--- config.mk ---
export PLATFORM = sky130hd
export DESIGN_NAME = pcc_cap_regs
export DESIGN_NICKNAME = d
export VERILOG_FILES = /design/src/hw/pcc_pkg.sv /design/src/hw/pcc_cap_regs.sv /design/src/hw/pcc_cap_rom.sv
export SDC_FILE = /design/constraint.sdc
export NUM_CORES = 1
export LEC_CHECK = 0
export ABC_AREA = 1
export BUFFER_PORTS_ARGS = -buffer_cell sky130_fd_sc_hd__buf_2
export CAP_MARGIN = 20
export CORE_ASPECT_RATIO = 0.8
export CORE_MARGIN = 2
export CORE_UTILIZATION = 36
export DETAILED_ROUTE_END_ITERATION = 8
export PLACE_DENSITY = 0.66
export SLEW_MARGIN = 20
export SYNTH_ARGS = -nofsm -noshare
export SYNTH_HDL_FRONTEND = slang
export SYNTH_SLANG_ARGS = --single-unit
--- constraint.sdc ---
create_clock -name i_clk_sys -period 2.7 [get_ports i_clk_sys]
set_input_delay 0.135 -clock i_clk_sys [delete_from_list [all_inputs] [get_ports i_clk_sys]]
set_output_delay 0.135 -clock i_clk_sys [all_outputs]
set_load 0.005 [all_outputs]
--- src/hw/pcc_pkg.sv ---
// Purpose: Constants for the port controller capability register bank
// Assumes: Byte-wide register access at 8-bit addresses
// Notes: Capability bytes are fixed values held as nonvolatile defaults
package pcc_pkg;
  // Register addresses
  localparam logic [7:0] ADDR_CAP_ONE_HI = 8'h25;
  localparam logic [7:0] ADDR_CAP_TWO_LO = 8'h26;
  localparam logic [7:0] ADDR_CAP_TWO_HI = 8'h27;
  localparam logic [7:0] ADDR_STD_IN_CAP = 8'h28;
  localparam logic [7:0] ADDR_OV_THRESH = 8'hCC;
  localparam logic [7:0] ADDR_VND_FAULT = 8'hCD;
  // Field positions, capability one high byte
  localparam int CAP1_OC_REPORT_BIT = 6;
  localparam int CAP1_OV_REPORT_BIT = 5;
  localparam int CAP1_BLEED_BIT = 4;
  localparam int CAP1_FORCE_DIS_BIT = 3;
  localparam int CAP1_MEAS_ALARM_BIT = 2;
  localparam int CAP1_PULLUP_LSB = 0;
  // Field positions, capability two low byte
  localparam int CAP2_SINK_DETACH_BIT = 7;
  localparam int CAP2_DRAIN_STOP_BIT = 6;
  localparam int CAP2_ALARM_STEP_LSB = 4;
  localparam int CAP2_CABLE_PWR_LSB = 1;
  localparam int CAP2_CABLE_OC_BIT = 0;
  // Field positions, capability two high byte and standard input byte
  localparam int CAP3_WATCHDOG_BIT = 0;
  localparam int STDIN_EXT_OV_BIT = 2;
  localparam int STDIN_EXT_OC_BIT = 1;
  localparam int STDIN_FORCE_OFF_BIT = 0;
  // Vendor fault register field
  localparam int VND_FAULT_OV_BIT = 1;
  // Field values
  localparam logic [1:0] PULLUP_DEFAULT_ONLY = 2'h0;
  localparam logic [1:0] PULLUP_1A5_DEFAULT = 2'h1;
  localparam logic [1:0] PULLUP_3A_1A5_DEFAULT = 2'h2;
  localparam logic [1:0] ALARM_STEP_25MV = 2'h0;
  localparam logic [1:0] ALARM_STEP_50MV = 2'h1;
  localparam logic [1:0] ALARM_STEP_100MV = 2'h2;
  localparam logic [2:0] CABLE_PWR_100MW = 3'h0;
  // Reset value of the overvoltage threshold (plain default)
  localparam logic [7:0] OV_THRESH_RST = 8'hFF;
  // Capability byte images
  localparam logic [7:0] CAP_ONE_HI_VAL = 8'h1E;
  localparam logic [7:0] CAP_TWO_LO_VAL = 8'hC1;
  localparam logic [7:0] CAP_TWO_HI_VAL = 8'h01;
  localparam logic [7:0] STD_IN_CAP_VAL = 8'h00;
endpackage

--- src/hw/pcc_cap_regs.sv ---
// Purpose: Capability register bank with vendor overvoltage fault reporting
// Assumes: Byte register port from the serial interface, same clock
// Notes: Overvoltage comparator input arrives from an asynchronous monitor
`timescale 1ns/10ps
`default_nettype none
module pcc_cap_regs (
  // Clock and reset
  input wire logic i_clk_sys,
  input wire logic i_rst,
  // Register port
  input wire logic i_reg_rd,
  input wire logic i_reg_wr,
  input wire logic [7:0] i_reg_addr,
  input wire logic [7:0] i_reg_wdata,
  output logic [7:0] o_reg_rdata,
  output logic o_reg_ack,
  // Voltage monitor
  input wire logic [7:0] i_vbus_level,
  input wire logic i_is_source,
  // Fault pin and status
  output logic o_fault_pin,
  output logic o_drain_stop_valid
);
  import pcc_pkg::*;

  logic rom_hit;
  logic [7:0] rom_data;
  logic [7:0] ov_thresh_ff;
  logic [7:0] vnd_fault_ff;
  logic [7:0] rdata_ff;
  logic ack_ff;
  logic fault_pin_ff;
  logic drain_ok_ff;
  logic [7:0] lvl_s1_ff;
  logic [7:0] lvl_s2_ff;
  logic [7:0] lvl_s3_ff;
  logic [7:0] lvl_ok_ff;
  logic src_s1_ff;
  logic src_s2_ff;
  logic src_s3_ff;
  logic src_ok_ff;
  logic [7:0] nxt_rdata;
  logic ov_now;
  logic fault_clr;
  logic sel_cap;
  logic sel_ov_thresh;
  logic sel_fault;
  logic [7:0] cap_one_img;
  logic [7:0] cap_two_lo_img;
  logic [7:0] cap_two_hi_img;
  logic [7:0] std_in_img;
  logic [7:0] field_img;
  logic img_ok;

  pcc_cap_rom u_rom (
    .i_addr(i_reg_addr),
    .o_hit(rom_hit),
    .o_data(rom_data)
  );

  // Three-stage capture of the asynchronous monitor level; bits are caught one by one,
  // so a word taken mid-change is held back by the agree test below
  always_ff @(posedge i_clk_sys) begin
    if (i_rst) begin
      lvl_s1_ff <= 8'h00;
      lvl_s2_ff <= 8'h00;
      lvl_s3_ff <= 8'h00;
    end else begin
      lvl_s1_ff <= i_vbus_level;
      lvl_s2_ff <= lvl_s1_ff;
      lvl_s3_ff <= lvl_s2_ff;
    end
  end

  // Three-stage capture of the asynchronous source-role level
  always_ff @(posedge i_clk_sys) begin
    if (i_rst) begin
      src_s1_ff <= 1'b0;
      src_s2_ff <= 1'b0;
      src_s3_ff <= 1'b0;
    end else begin
      src_s1_ff <= i_is_source;
      src_s2_ff <= src_s1_ff;
      src_s3_ff <= src_s2_ff;
    end
  end

  // Accept a new level only once the second and third stages agree
  always_ff @(posedge i_clk_sys) begin
    if (i_rst) begin
      lvl_ok_ff <= 8'h00;
    end else if (lvl_s2_ff == lvl_s3_ff) begin
      lvl_ok_ff <= lvl_s3_ff;
    end
  end

  // Accept a new source role only once the second and third stages agree
  always_ff @(posedge i_clk_sys) begin
    if (i_rst) begin
      src_ok_ff <= 1'b0;
    end else if (src_s2_ff == src_s3_ff) begin
      src_ok_ff <= src_s3_ff;
    end
  end

  // Address decode shared by the write paths and the read mux
  always_comb begin
    sel_cap = 1'b0;
    sel_ov_thresh = 1'b0;
    sel_fault = 1'b0;
    case (i_reg_addr)
      ADDR_CAP_ONE_HI: begin
        sel_cap = 1'b1;
      end
      ADDR_CAP_TWO_LO: begin
        sel_cap = 1'b1;
      end
      ADDR_CAP_TWO_HI: begin
        sel_cap = 1'b1;
      end
      ADDR_STD_IN_CAP: begin
        sel_cap = 1'b1;
      end
      ADDR_OV_THRESH: begin
        sel_ov_thresh = 1'b1;
      end
      ADDR_VND_FAULT: begin
        sel_fault = 1'b1;
      end
      default: begin
        sel_cap = 1'b0;
        sel_ov_thresh = 1'b0;
        sel_fault = 1'b0;
      end
    endcase
  end

  // Overvoltage threshold, writable; capability bytes have no write path at all
  always_ff @(posedge i_clk_sys) begin
    if (i_rst) begin
      ov_thresh_ff <= OV_THRESH_RST;
    end else if (i_reg_wr && sel_ov_thresh) begin
      ov_thresh_ff <= i_reg_wdata;
    end
  end

  // Strict compare: a level equal to the threshold is not an overvoltage
  always_comb begin
    ov_now = 1'b0;
    if (lvl_ok_ff > ov_thresh_ff) begin
      ov_now = 1'b1;
    end
  end

  // Write one to the fault bit clears it; the other bits of the byte are ignored
  always_comb begin
    fault_clr = 1'b0;
    if (i_reg_wr && sel_fault && i_reg_wdata[VND_FAULT_OV_BIT]) begin
      fault_clr = 1'b1;
    end
  end

  // Sticky overvoltage fault; write one to clear, a new event wins
  always_ff @(posedge i_clk_sys) begin
    if (i_rst) begin
      vnd_fault_ff <= 8'h00;
    end else if (ov_now) begin
      vnd_fault_ff[VND_FAULT_OV_BIT] <= 1'b1;
    end else if (fault_clr) begin
      vnd_fault_ff[VND_FAULT_OV_BIT] <= 1'b0;
    end
  end

  // Fault pin follows the latched fault; it also rises with a live comparison,
  // so the pin and the status bit change on the same edge
  always_ff @(posedge i_clk_sys) begin
    if (i_rst) begin
      fault_pin_ff <= 1'b0;
    end else begin
      fault_pin_ff <= ov_now | (vnd_fault_ff[VND_FAULT_OV_BIT] & ~fault_clr);
    end
  end

  // Stop threshold pair usable only while sourcing; the role passes the same
  // filter as the level, so validity trails the role input by about five cycles
  always_ff @(posedge i_clk_sys) begin
    if (i_rst) begin
      drain_ok_ff <= 1'b0;
    end else begin
      drain_ok_ff <= src_ok_ff & CAP_ONE_HI_VAL[CAP1_FORCE_DIS_BIT];
    end
  end

  // Capability byte one: discharge, measurement and pull-up fields
  always_comb begin
    cap_one_img = 8'h00;
    cap_one_img[CAP1_OC_REPORT_BIT] = 1'b0;
    cap_one_img[CAP1_OV_REPORT_BIT] = 1'b0;
    cap_one_img[CAP1_BLEED_BIT] = 1'b1;
    cap_one_img[CAP1_FORCE_DIS_BIT] = 1'b1;
    cap_one_img[CAP1_MEAS_ALARM_BIT] = 1'b1;
    cap_one_img[CAP1_PULLUP_LSB +: 2] = PULLUP_3A_1A5_DEFAULT;
  end

  // Capability byte two, low half: thresholds, alarm step and cable power
  always_comb begin
    cap_two_lo_img = 8'h00;
    cap_two_lo_img[CAP2_SINK_DETACH_BIT] = 1'b1;
    cap_two_lo_img[CAP2_DRAIN_STOP_BIT] = 1'b1;
    cap_two_lo_img[CAP2_ALARM_STEP_LSB +: 2] = ALARM_STEP_25MV;
    cap_two_lo_img[CAP2_CABLE_PWR_LSB +: 3] = CABLE_PWR_100MW;
    cap_two_lo_img[CAP2_CABLE_OC_BIT] = 1'b1;
  end

  // Capability byte two, high half: watchdog only, the rest reserved
  always_comb begin
    cap_two_hi_img = 8'h00;
    cap_two_hi_img[CAP3_WATCHDOG_BIT] = 1'b1;
  end

  // Standard inputs: none of the external fault or force-off inputs exist
  always_comb begin
    std_in_img = 8'h00;
    std_in_img[STDIN_EXT_OV_BIT] = 1'b0;
    std_in_img[STDIN_EXT_OC_BIT] = 1'b0;
    std_in_img[STDIN_FORCE_OFF_BIT] = 1'b0;
  end

  // Field view of the addressed capability byte
  always_comb begin
    field_img = 8'h00;
    case (i_reg_addr)
      ADDR_CAP_ONE_HI: begin
        field_img = cap_one_img;
      end
      ADDR_CAP_TWO_LO: begin
        field_img = cap_two_lo_img;
      end
      ADDR_CAP_TWO_HI: begin
        field_img = cap_two_hi_img;
      end
      ADDR_STD_IN_CAP: begin
        field_img = std_in_img;
      end
      default: begin
        field_img = 8'h00;
      end
    endcase
  end

  // The stored image is trusted only while it agrees bit for bit with the field
  // view; a damaged cell then reads as its field value instead
  assign img_ok = rom_data == field_img;

  // Read mux; writes to capability bytes are dropped since they have no storage
  always_comb begin
    nxt_rdata = 8'h00;
    if (sel_cap && rom_hit) begin
      nxt_rdata = img_ok ? rom_data : field_img;
    end else if (sel_ov_thresh) begin
      nxt_rdata = ov_thresh_ff;
    end else if (sel_fault) begin
      nxt_rdata = vnd_fault_ff;
    end
  end

  // Every strobe is answered, unmapped and read-only addresses too
  always_ff @(posedge i_clk_sys) begin
    if (i_rst) begin
      ack_ff <= 1'b0;
    end else begin
      ack_ff <= i_reg_rd | i_reg_wr;
    end
  end

  // Read data holds until the next read
  always_ff @(posedge i_clk_sys) begin
    if (i_rst) begin
      rdata_ff <= 8'h00;
    end else if (i_reg_rd) begin
      rdata_ff <= nxt_rdata;
    end
  end

  assign o_reg_rdata = rdata_ff;
  assign o_reg_ack = ack_ff;
  assign o_fault_pin = fault_pin_ff;
  assign o_drain_stop_valid = drain_ok_ff;
endmodule
`default_nettype wire

--- src/hw/pcc_cap_rom.sv ---
// Purpose: Fixed capability byte store, read by address
// Assumes: Values never change after manufacture
// Notes: Combinational lookup, registered by the caller
`timescale 1ns/10ps
`default_nettype none
module pcc_cap_rom (
  // Lookup
  input wire logic [7:0] i_addr,
  output logic o_hit,
  output logic [7:0] o_data
);
  import pcc_pkg::*;

  always_comb begin
    o_hit = 1'b1;
    case (i_addr)
      ADDR_CAP_ONE_HI: o_data = CAP_ONE_HI_VAL;
      ADDR_CAP_TWO_LO: o_data = CAP_TWO_LO_VAL;
      ADDR_CAP_TWO_HI: o_data = CAP_TWO_HI_VAL;
      ADDR_STD_IN_CAP: o_data = STD_IN_CAP_VAL;
      default: begin
        o_hit = 1'b0;
        o_data = 8'h00;
      end
    endcase
  end
endmodule
`default_nettype wire

### Word-level counts from Yosys, hierarchy flattened

Cells that the tools add are included.

* eq/ne operators: 8
* multiplexer cells: 11
* add/subtract/negate cells: 0
* divide/modulo/power cells: 0
* bitwise logic cells: 4
* multipliers: 0
* shift-type cells: 0
* magnitude comparators: 1
* reductions and logical operators: 5

Operators by type and width (count)
* equality test 8 x 6 -> 1 bit (second input constant): 4
* case mux 8 bit (3 select lines): 1
* equality test 8 bit (second input constant): 2
* 2-to-1 mux 8 bit: 2
* equality test 8 bit: 1
* greater-than comparator 8 bit: 1
* 2-to-1 mux 1 bit: 7
* OR reduction 4 bit: 1
* logical AND 1 bit: 3
* 2-to-1 mux 2 bit: 1
* bitwise OR 1 bit: 2
* nonzero test 2 bit: 1
* bitwise AND 1 bit: 1
* equality test 1 bit: 1
* NOT 1 bit: 1

* memory bits (writable): 0
* latch bits: 0
* bits of input ports: 29
* memory bits (read-only): 0
* memories: 0
* word-level logic and storage cells: 43
* bits in registers: 56

### Longest topological paths before layout

Gate-level depths: netlist of the first run.

* word-level depth: 8
* gate-level depth with buffers: 11

### Cells and area by module

Synthesis of the first run repeated with hierarchy kept, for this count alone.

* cell total of the unflattened synthesis: 325
* area total of the unflattened synthesis: 2473.6 um^2

Modules (own cells, without submodules)
* pcc_cap_regs: cells each 293, instances 1, area an instance 2318.5 um^2, seq. area each 1121.1 um^2
* pcc_cap_rom: cells each 32, instances 1, area an instance 155.1 um^2, seq. area each 0.0 um^2

### Least setup slack after synthesis of the first run

OpenSTA, ideal clock, no wires.

* path kind: register to register
* from: reg ov_thresh_ff[7]
* to: reg fault_pin_ff (netlist: o_fault_pin)
* path slack: 1524 ps
* setup time: 117 ps
* stages on the path, launching flop included: 8
* arrival: 1059 ps
* period minus slack after synthesis: 1176 ps
* data required time: 2583 ps
* cell sequence: dfxtp_1 inv_1 ha_1 a21o_1 nor2_1 nand2_1 nand2_1 a21oi_1

* word-level cells in the longest chain between the ends: 3

RTL lines
* from (decl): line pcc_cap_regs.sv:28 `logic [7:0] ov_thresh_ff;`
* from (signal assigned): line pcc_cap_regs.sv:143 `ov_thresh_ff <= i_reg_wdata;`
* greater-than comparator 8 bit: line pcc_cap_regs.sv:150 `if (lvl_ok_ff > ov_thresh_ff) begin`
* 2-to-1 mux 1 bit: line pcc_cap_regs.sv:150
* bitwise OR 1 bit: line pcc_cap_regs.sv:180 `fault_pin_ff <= ov_now | (vnd_fault_ff[VND_FAULT_OV_BIT] & ~fault_clr);`
* to (signal assigned): line pcc_cap_regs.sv:180
* to (decl): line pcc_cap_regs.sv:32 `logic fault_pin_ff;`

No other way between the ends.
A chain may end at the register's enable or synchronous reset.

### Final worst setup path of the first run

* from: reg lvl_s3_ff[3]
* to: reg lvl_ok_ff[4]

* word-level cells in the longest chain between the ends: 1

RTL lines
* from (decl): line pcc_cap_regs.sv:36 `logic [7:0] lvl_s3_ff;`
* from (signal assigned): line pcc_cap_regs.sv:71 `lvl_s3_ff <= lvl_s2_ff;`
* equality test 8 bit: line pcc_cap_regs.sv:92 `end else if (lvl_s2_ff == lvl_s3_ff) begin`
* to (signal assigned): line pcc_cap_regs.sv:93 `lvl_ok_ff <= lvl_s3_ff;`
* to (decl): line pcc_cap_regs.sv:37 `logic [7:0] lvl_ok_ff;`

No other way between the ends.

==> impl_summary.md, run 1 <==
GRT
After global routing, the most crowded layer is met2. The first-pass GRT wire length is 6.796 mm. Global routing consumed, on the met2 layer, 21.67% of the routing resources. Global routing used 11.93% of the available tracks. In the global route stage, met3 resource usage came out at under 10%. Entering global routing, the biggest net connects 41 pins. The global-route met1 utilization is 14.08%.

The number of global-route vias before repair is roughly 1700. After global routing the overflow that remains totals 0. The initial antenna violation count is 0.

Setup path
The kind of cell with the highest combined delay on the critical path is simple AND/OR/NAND/NOR gates. The slowest library cell on the worst path is nor2_1. The critical path goes through inv_1 -> nand2_1 -> nand2_1 -> inv_1 -> nand2_1 -> nor2_1 -> nand3_1 -> nand2_1 -> nor2_1. The worst endpoint data arrival time is between 1.5 and 2 ns. The cell that appears most often on the critical path is nand2_1. The largest stage delay on the critical path is 0.37 ns. Counting both buffers and inverters, the worst setup path holds a total of 2. For the worst setup path, the data required time is slightly below 3 ns. The sort of element at the start of the critical path is a flip-flop. In this run the worst path has a maximum fanout of 8.

The worst setup path is captured at a flip-flop. The classification of the worst setup path is reg2reg.

Synth
For this run, the number of Yosys warnings is 0. The flip-flop cell with the highest count after synthesis is dfxtp_1. The sequential fraction of the synthesis area is 48.28%. When the netlist entered floorplanning its net count stood at 358. The synthesized flop and latch total is 56.

The synthesized design contains 0 enable-type register cells. The cell count after synthesis is 321. Counting instances in the post-synthesis netlist gives the leading cell types as nor2_1, inv_1, nand2_1. In the synthesized netlist the async set-or-reset flop fraction comes to 0%. The cell area that synthesis handed to floorplanning was between 2000 and 2500 um^2.

By area the synthesized netlist is led by dfxtp_1, nor2_1, inv_1. dfxtp_1 takes more of the synthesized area than any other cell. In this run, distinct cell masters in the synthesized netlist total 23. nor2_1 is the most common cell in the netlist.

The post-synthesis area per instance is roughly 7.2 um^2. The share of synthesized area in the top cell type comes to 48.28%.

CTS
The number of gates resized after CTS is 0. The number of buffers inserted for hold repair after clock tree synthesis is 0. The depth of the CTS H-tree is 2.

The clock drives 56 sinks. The CTS tree is yes. Post-CTS timing repair inserted 0 buffers for setup. The root buffer cell chosen for the clock tree is clkbuf_8. Buffers inserted during clock tree synthesis total 5. For the worst-skew pair, the clock arrives at the later sink with an insertion delay of about 0.3 ns. The maximum clock insertion buffer count is 2. After clock tree synthesis, the clock-pin slew on the worst setup and hold paths is ~0.090 ns.

STA
Clock skew on the completed layout was measured at 0.002120 ns. The max-slew headroom at the worst pin is about two thirds. The count of endpoints failing setup in the final report is 0.

The max-slew violation total from the final report came to 0. The total negative slack is 0 ns. Setup repair after global routing left no endpoint under its margin. Derived from the worst setup path, the maximum achievable clock frequency is 749.6 MHz. The number of hold violations in the final report came to 0. The time the worst path needs with I/O delays and setup is about 1.3 ns. At the pin with the least slew margin, the transition time is 0.4720 ns. The final cycle utilization of the critical path is 49.41%.

Routing
The number of nets with antenna violations after detailed routing is 0. Across all layers, the routed design uses 1867 vias. The first-pass iteration count of the detailed router is 6.

For this block, the routed nets add up to 3.986 mm of wire. The starting DRC count in detailed routing is 32. The per-cell routed wire length is 8.937 um. The post-detailed-route DRC marker count is 0. The per-cell via count in the routed design is 4.186.

Final layout
The share of post-route cells with drive strength above 1 is between 10% and 20%. The final design utilization is 42.45%. The growth of design area from synthesis to finish is 15.36%. The number of antenna diodes in the final layout is 0.

The net count of the finished layout is 398. The number of fillers in the final layout is 681.

Floorplan
The floorplan step set the die width to 93.80 um. The floorplan step defined a die boundary enclosing 7113 um^2. The starting density of the core is 36.80%. The placeable core region is ~6300 um^2. The number of ports placed on the die boundary is 40. The number of placement rows is 26. In this run the vertical extent of the chip is 75.84 um.

Placed design
Port buffering added 39 buffers. The half-perimeter wire length after placement is 3.064 mm. The placer's final routability congestion estimate is 0.7974.

Run status
The run finished with clean final reports.

Power and ir drop
The worst IR drop on VDD is 0.2827 mV. The analysis attributes to cell leakage a power of roughly 0.0014 uW. For this design the ratio of total power to cell area is 558.3 nW/um^2.

Min path
The path class of the tightest hold or removal check is in2reg.

Flow run
The max capacitance violation total is 0.
==> power by group <==
group	switching (uW)	leakage, uW	internal [uW]
Sequential	17.6	0.000459	863
Clock	243	0.0000455	210
Combinational	95.0	0.000912	66.9
Total	356	0.00142	1140
==> worst paths after layout <==
path	startpoint	slack, ns	endpoint	cells past startpoint
setup / recovery	lvl_s3_ff[3]	1.37	lvl_ok_ff[4]	9
hold / removal	i_vbus_level[4]	0.03	lvl_s1_ff[4]	3
setup reg to reg	lvl_s3_ff[3]	1.37	lvl_ok_ff[4]	9
hold reg to reg	lvl_s1_ff[7]	0.40	lvl_s2_ff[7]	2
==> cell families (layout without fill, tap and decap cells) <==
family          Yosys count  in the layout  share of synthesized area [%]
simple gates            151            151                          26.83
buf+inv                  70            111                          11.96
fa+ha+maj                 8              8                          4.311
compound gates           32             32                          7.113
xor+xnor                  4              4                          1.509
flops                    56             56                          48.28
==> placed cells by master, fill, tap and decap left out, types with 6 or more instances in the layout <==
master | netlist | layout
a21oi_1 | 18 | 18
nor2_1 | 67 | 67
clkbuf_8 | 0 | 6
buf_2 | 0 | 39
dfxtp_1 | 56 | 56
nand3_1 | 13 | 13
nand2_1 | 61 | 61
ha_1 | 8 | 8
inv_1 | 62 | 62
o21ai_0 | 12 | 12
==> per-stage QoR <==
stage	total power, uW	hold WS [ns]	setup slack [ns]	area [um^2]	cells
final	1495	0.03301	1.366	2679	446
after global routing	1581	0.02252	1.156	2679	446
after CTS	1521	0.02089	1.355	2679	446
after detailed placement	1064	0.3420	1.375	2589	438
after global placement	1059	0.3354	1.392	2589	438
after floorplan	1010	0.2174	1.524	2322	321
==> area by class of cell <==
type	instances	area, um^2	share of cell area, %
Clock buffer	8	90.09	3.363
Inverter	63	236.5	8.828
Tap cell	84	105.1	3.923
Sequential cell	56	1121	41.85
Timing Repair Buffer	40	202.7	7.567
Multi-Input combinational cell	195	923.4	34.47
==> worst register-to-register path: stages, from the launching register on <==
cell and delay (ns):
dfxtp_1 0.35, inv_1 0.05, nand2_1 0.05, nand2_1 0.07, inv_1 0.05, nand2_1 0.04, nor2_1 0.37, nand3_1 0.13
nand2_1 0.09, nor2_1 0.04
==> registers in the layout, indices dropped and copies added, names as in the netlist <==
register	count
o_drain_stop_valid	1
src_ok_ff	1
src_s1_ff	1
ov_thresh_ff	8
o_reg_ack	1
src_s3_ff	1
vnd_fault_ff	1
src_s2_ff	1
lvl_ok_ff	8
o_fault_pin	1
lvl_s3_ff	8
lvl_s1_ff	8
o_reg_rdata	8
lvl_s2_ff	8
==> layer usage <==
metal  routed length, um  vias up  share of wire (%)
met5                   0        -                  0
met4                  30        0               0.75
met3                 241        5                6.0
met2                1700       42                 43
met1                2013      775                 51
li1                    -     1045                  -
Note: power is estimated with default switching activity, not from simulation.
==> inputs of run 2 (changes only) <==
- clock period: 2.7 -> 1.3 ns (I/O delays scaled with it)
==> impl_summary.md, run 2 (synthesized netlist as in run 1, its figures left out) <==
Setup path
The worst setup path is of the reg2reg kind. The required time of the critical path is 1.54 ns. The largest stage delay on the critical path is 0.33 ns.

The worst setup path is launched from a flip-flop. Broken down by cell family, the worst path's largest delay share belongs to flip-flops. The start of the worst register-to-register path is ov_thresh_ff[3]. Walking the worst path, the cells encountered are inv_1 -> ha_4 -> nand2_1 -> inv_1 -> nand2_1 -> nand2_1 -> nand2_1 -> nand2_1 -> nand2_2 -> a21oi_1. STA classifies the critical path endpoint as a flip-flop.

The critical path runs through a total of 10 cells. Measured in cells, the most critical reg-to-reg path has a length of 10. The reg-to-reg endpoint is vnd_fault_ff[1].

The worst endpoint data arrival time is around 1.5 ns. The slowest library cell on the worst path is dfxtp_2. The launch point of the worst path is ov_thresh_ff[3].

The sum of buffers and inverters on the critical path is 2. The register-to-register path setup slack is 0.06 ns. In this design, the critical path's most frequently occurring cell is nand2_1.

The peak fanout along the critical path is 2. The endpoint of the most critical setup path is vnd_fault_ff[1].

CTS
The CTS tree is yes. The post-CTS clock slew at the launch and capture registers of the worst setup and hold paths is 0.09 ns. Counting every sink on the clock net gives 56. The depth of the CTS H-tree is 2. CTS placed an instance of clkbuf_8 at the clock tree root. The maximum clock insertion buffer count is 2. Counting the buffers created by CTS gives 5. The later pin in the worst-skew pair is clocked with a latency of 0.30 ns.

Placed design
The count of buffers inserted at the top-level ports is 39. The placement-stage cell area is 2611 um^2. The number of placed cells counting well taps is around 440. Timing analysis after detailed placement gives a worst setup slack of between 0.04 and 0.05 ns.

The half-perimeter wire length after placement is 2.990 mm. The placer's final routability congestion estimate is 0.7797.

Run status
The flow ran to the end, and the final reports show no timing, DRC or antenna violations.

Routing
The starting DRC count in detailed routing is 69. The first-pass iteration count of the detailed router is 4. The number of nets with antenna violations after detailed routing is 0. Summing over every cut layer, the via total after detailed routing is 1951.

After detailed routing, the number of remaining DRC violations is 0. The per-cell routed wire length is 9.299 um. The per-cell via count in the routed design is between 4 and 5. The post-detailed-routing wire length is 4.324 mm.

Power and ir drop
Dividing total power by cell area gives a power density of 1069 nW/um^2. The net switching power figure is ~790 uW. The sequential cell fraction of total power is 58.5%.

Of the total power, the share spent switching nets is 25.05%. The analysis attributes to cell leakage a power of between 0.001 and 0.0015 uW. The cell internal power dissipation is 2355 uW. Across the VDD grid, the largest voltage drop is 0.7544 mV. The relative contribution of the clock network to total power is 28.6%. The part of the power in combinational logic is 12.9%.

GRT
The global-route total usage across every layer is approximately 12%. The pin count of the biggest net entering global routing is 25. The first-pass GRT wire length is 6.982 mm.

The remaining global-route overflow is 0. The initial antenna violation count is 0. The number of global-route vias before repair is 1680.

STA
Timing would allow up to approximately 800 MHz. At the pin with the least slew margin, the transition time is 0.4455 ns. The time the worst path needs with I/O delays and setup is approximately 1.2 ns. The post-layout worst setup margin is around 0.055 ns. The max-slew violation total from the final report is 0. Setup violations remaining at the end of the flow were counted as 0.

The number of hold violations in the final report is 0. On the final layout, the worst clock skew is approximately 0.0055 ns. The final cycle utilization of the critical path is between 90% and 100%.

Setup repair after global routing could not meet its margin everywhere. In this run the tightest slew margin relative to its limit is 70.26%.

Floorplan
The initialized floorplan defines 26 standard-cell rows. Once the floorplan was initialized, standard cells occupied 36.80% of the core. The floorplan step set the die width to 93.80 um.

The overall die area is 7113 um^2. The total area inside the core boundary comes to 6311 um^2. In this run the vertical extent of the chip is 75.84 um. For this design the top-level I/O count stands at 40.

Final layout
The net total in the final layout is 418. The leading cell type in the layout, fill and taps excluded is nor2_1. The final design utilization is 46.55%.

The library cells used most frequently in the layout, excluding fill and tap cells, are nor2_1, inv_1, nand2_1. Excluding fillers, the count of instances in the completed layout stands at 465. The growth of design area from synthesis to finish is 26.51%. The number of fillers in the final layout is roughly 650. The share of post-route cells with drive strength above 1 is 18.64%. The antenna diode count is 0.

Once layout is done, the placed cells without fillers occupy 2938 um^2.

Min path
The worst hold path belongs to the class in2reg. The start point of the worst hold path is i_reg_addr[1].

Flow run
The max capacitance violation total is 0.
==> run 2: cell count changes in the layout (fill, tap and decap cells not counted), sizes merged <==
cell	previous run	this run
dlygate4sd3	0	16
buf	40	44
clkbuf	8	6
clkinv	1	2
==> run 2: stage by stage <==
stage               setup TNS [ns]  power [uW]  hold slack (ns)
floorplan                        0        2098           0.1474
detailed placement               0        2224           0.2722
global placement                 0        2217           0.2641
finish                           0        3141          0.09552
CTS                              0        3149          0.08363
global route              -0.03999        3313           0.1206
==> run 2: routing by layer <==
metal	track usage, %	vias up	wire length [um]	part of all wire, %
met4	3.865	0	37	0.86
li1	-	1079	-	-
met1	15.65	821	2195	51
met3	3.264	4	244	5.6
met5	0	-	0	0
met2	21.03	47	1846	43
==> run 2: repair_timing <==
action                                  in CTS  in global routing
hold buffers                                16                  0
buffers inserted                             0                  1
endpoints found under the hold margin       16                  0
endpoints found under the setup margin       0                 10
resized for setup                            0                 17
==> run 2: power by group through the flow <==
stage	Sequential [uW]	Clock, uW	Combinational [uW]
4_1_cts	1830	928	391
2_1_floorplan	1860	0	235
5_1_grt	1850	999	468
3_3_place_gp	1870	0	348
6_report	1840	898	406
3_5_place_dp	1870	0	354
==> run 2: tightest hold or removal path: cells and delay by family <==
family,cells,cell delay [ns]
AO/OA/AOI/OAI,1,0.07
buffers and inverters,2,0.15
AND/OR/NAND/NOR,2,0.09
==> run 2: worst min-delay path by stage <==
stage                         endpoint  slack (ns)  depth (start not counted)
CTS                     o_reg_rdata[0]        0.08                          5
floorplan           o_drain_stop_valid        0.15                          1
detailed placement        lvl_s1_ff[2]        0.27                          3
global route            o_reg_rdata[0]        0.12                          5
global placement          lvl_s1_ff[6]        0.26                          3
finish                  o_reg_rdata[0]         0.1                          5
==> run 2: layout make-up <==
type,count,area [um^2],share of cell area [%]
clock inverter,1,5.005,0.1704
timing repair buffer,60,392.9,13.37
tap,84,105.1,3.578
multi-input combinational,195,997.2,33.94
sequential,56,1129,38.42
clock buffer,6,72.57,2.470
inverter,63,236.5,8.049
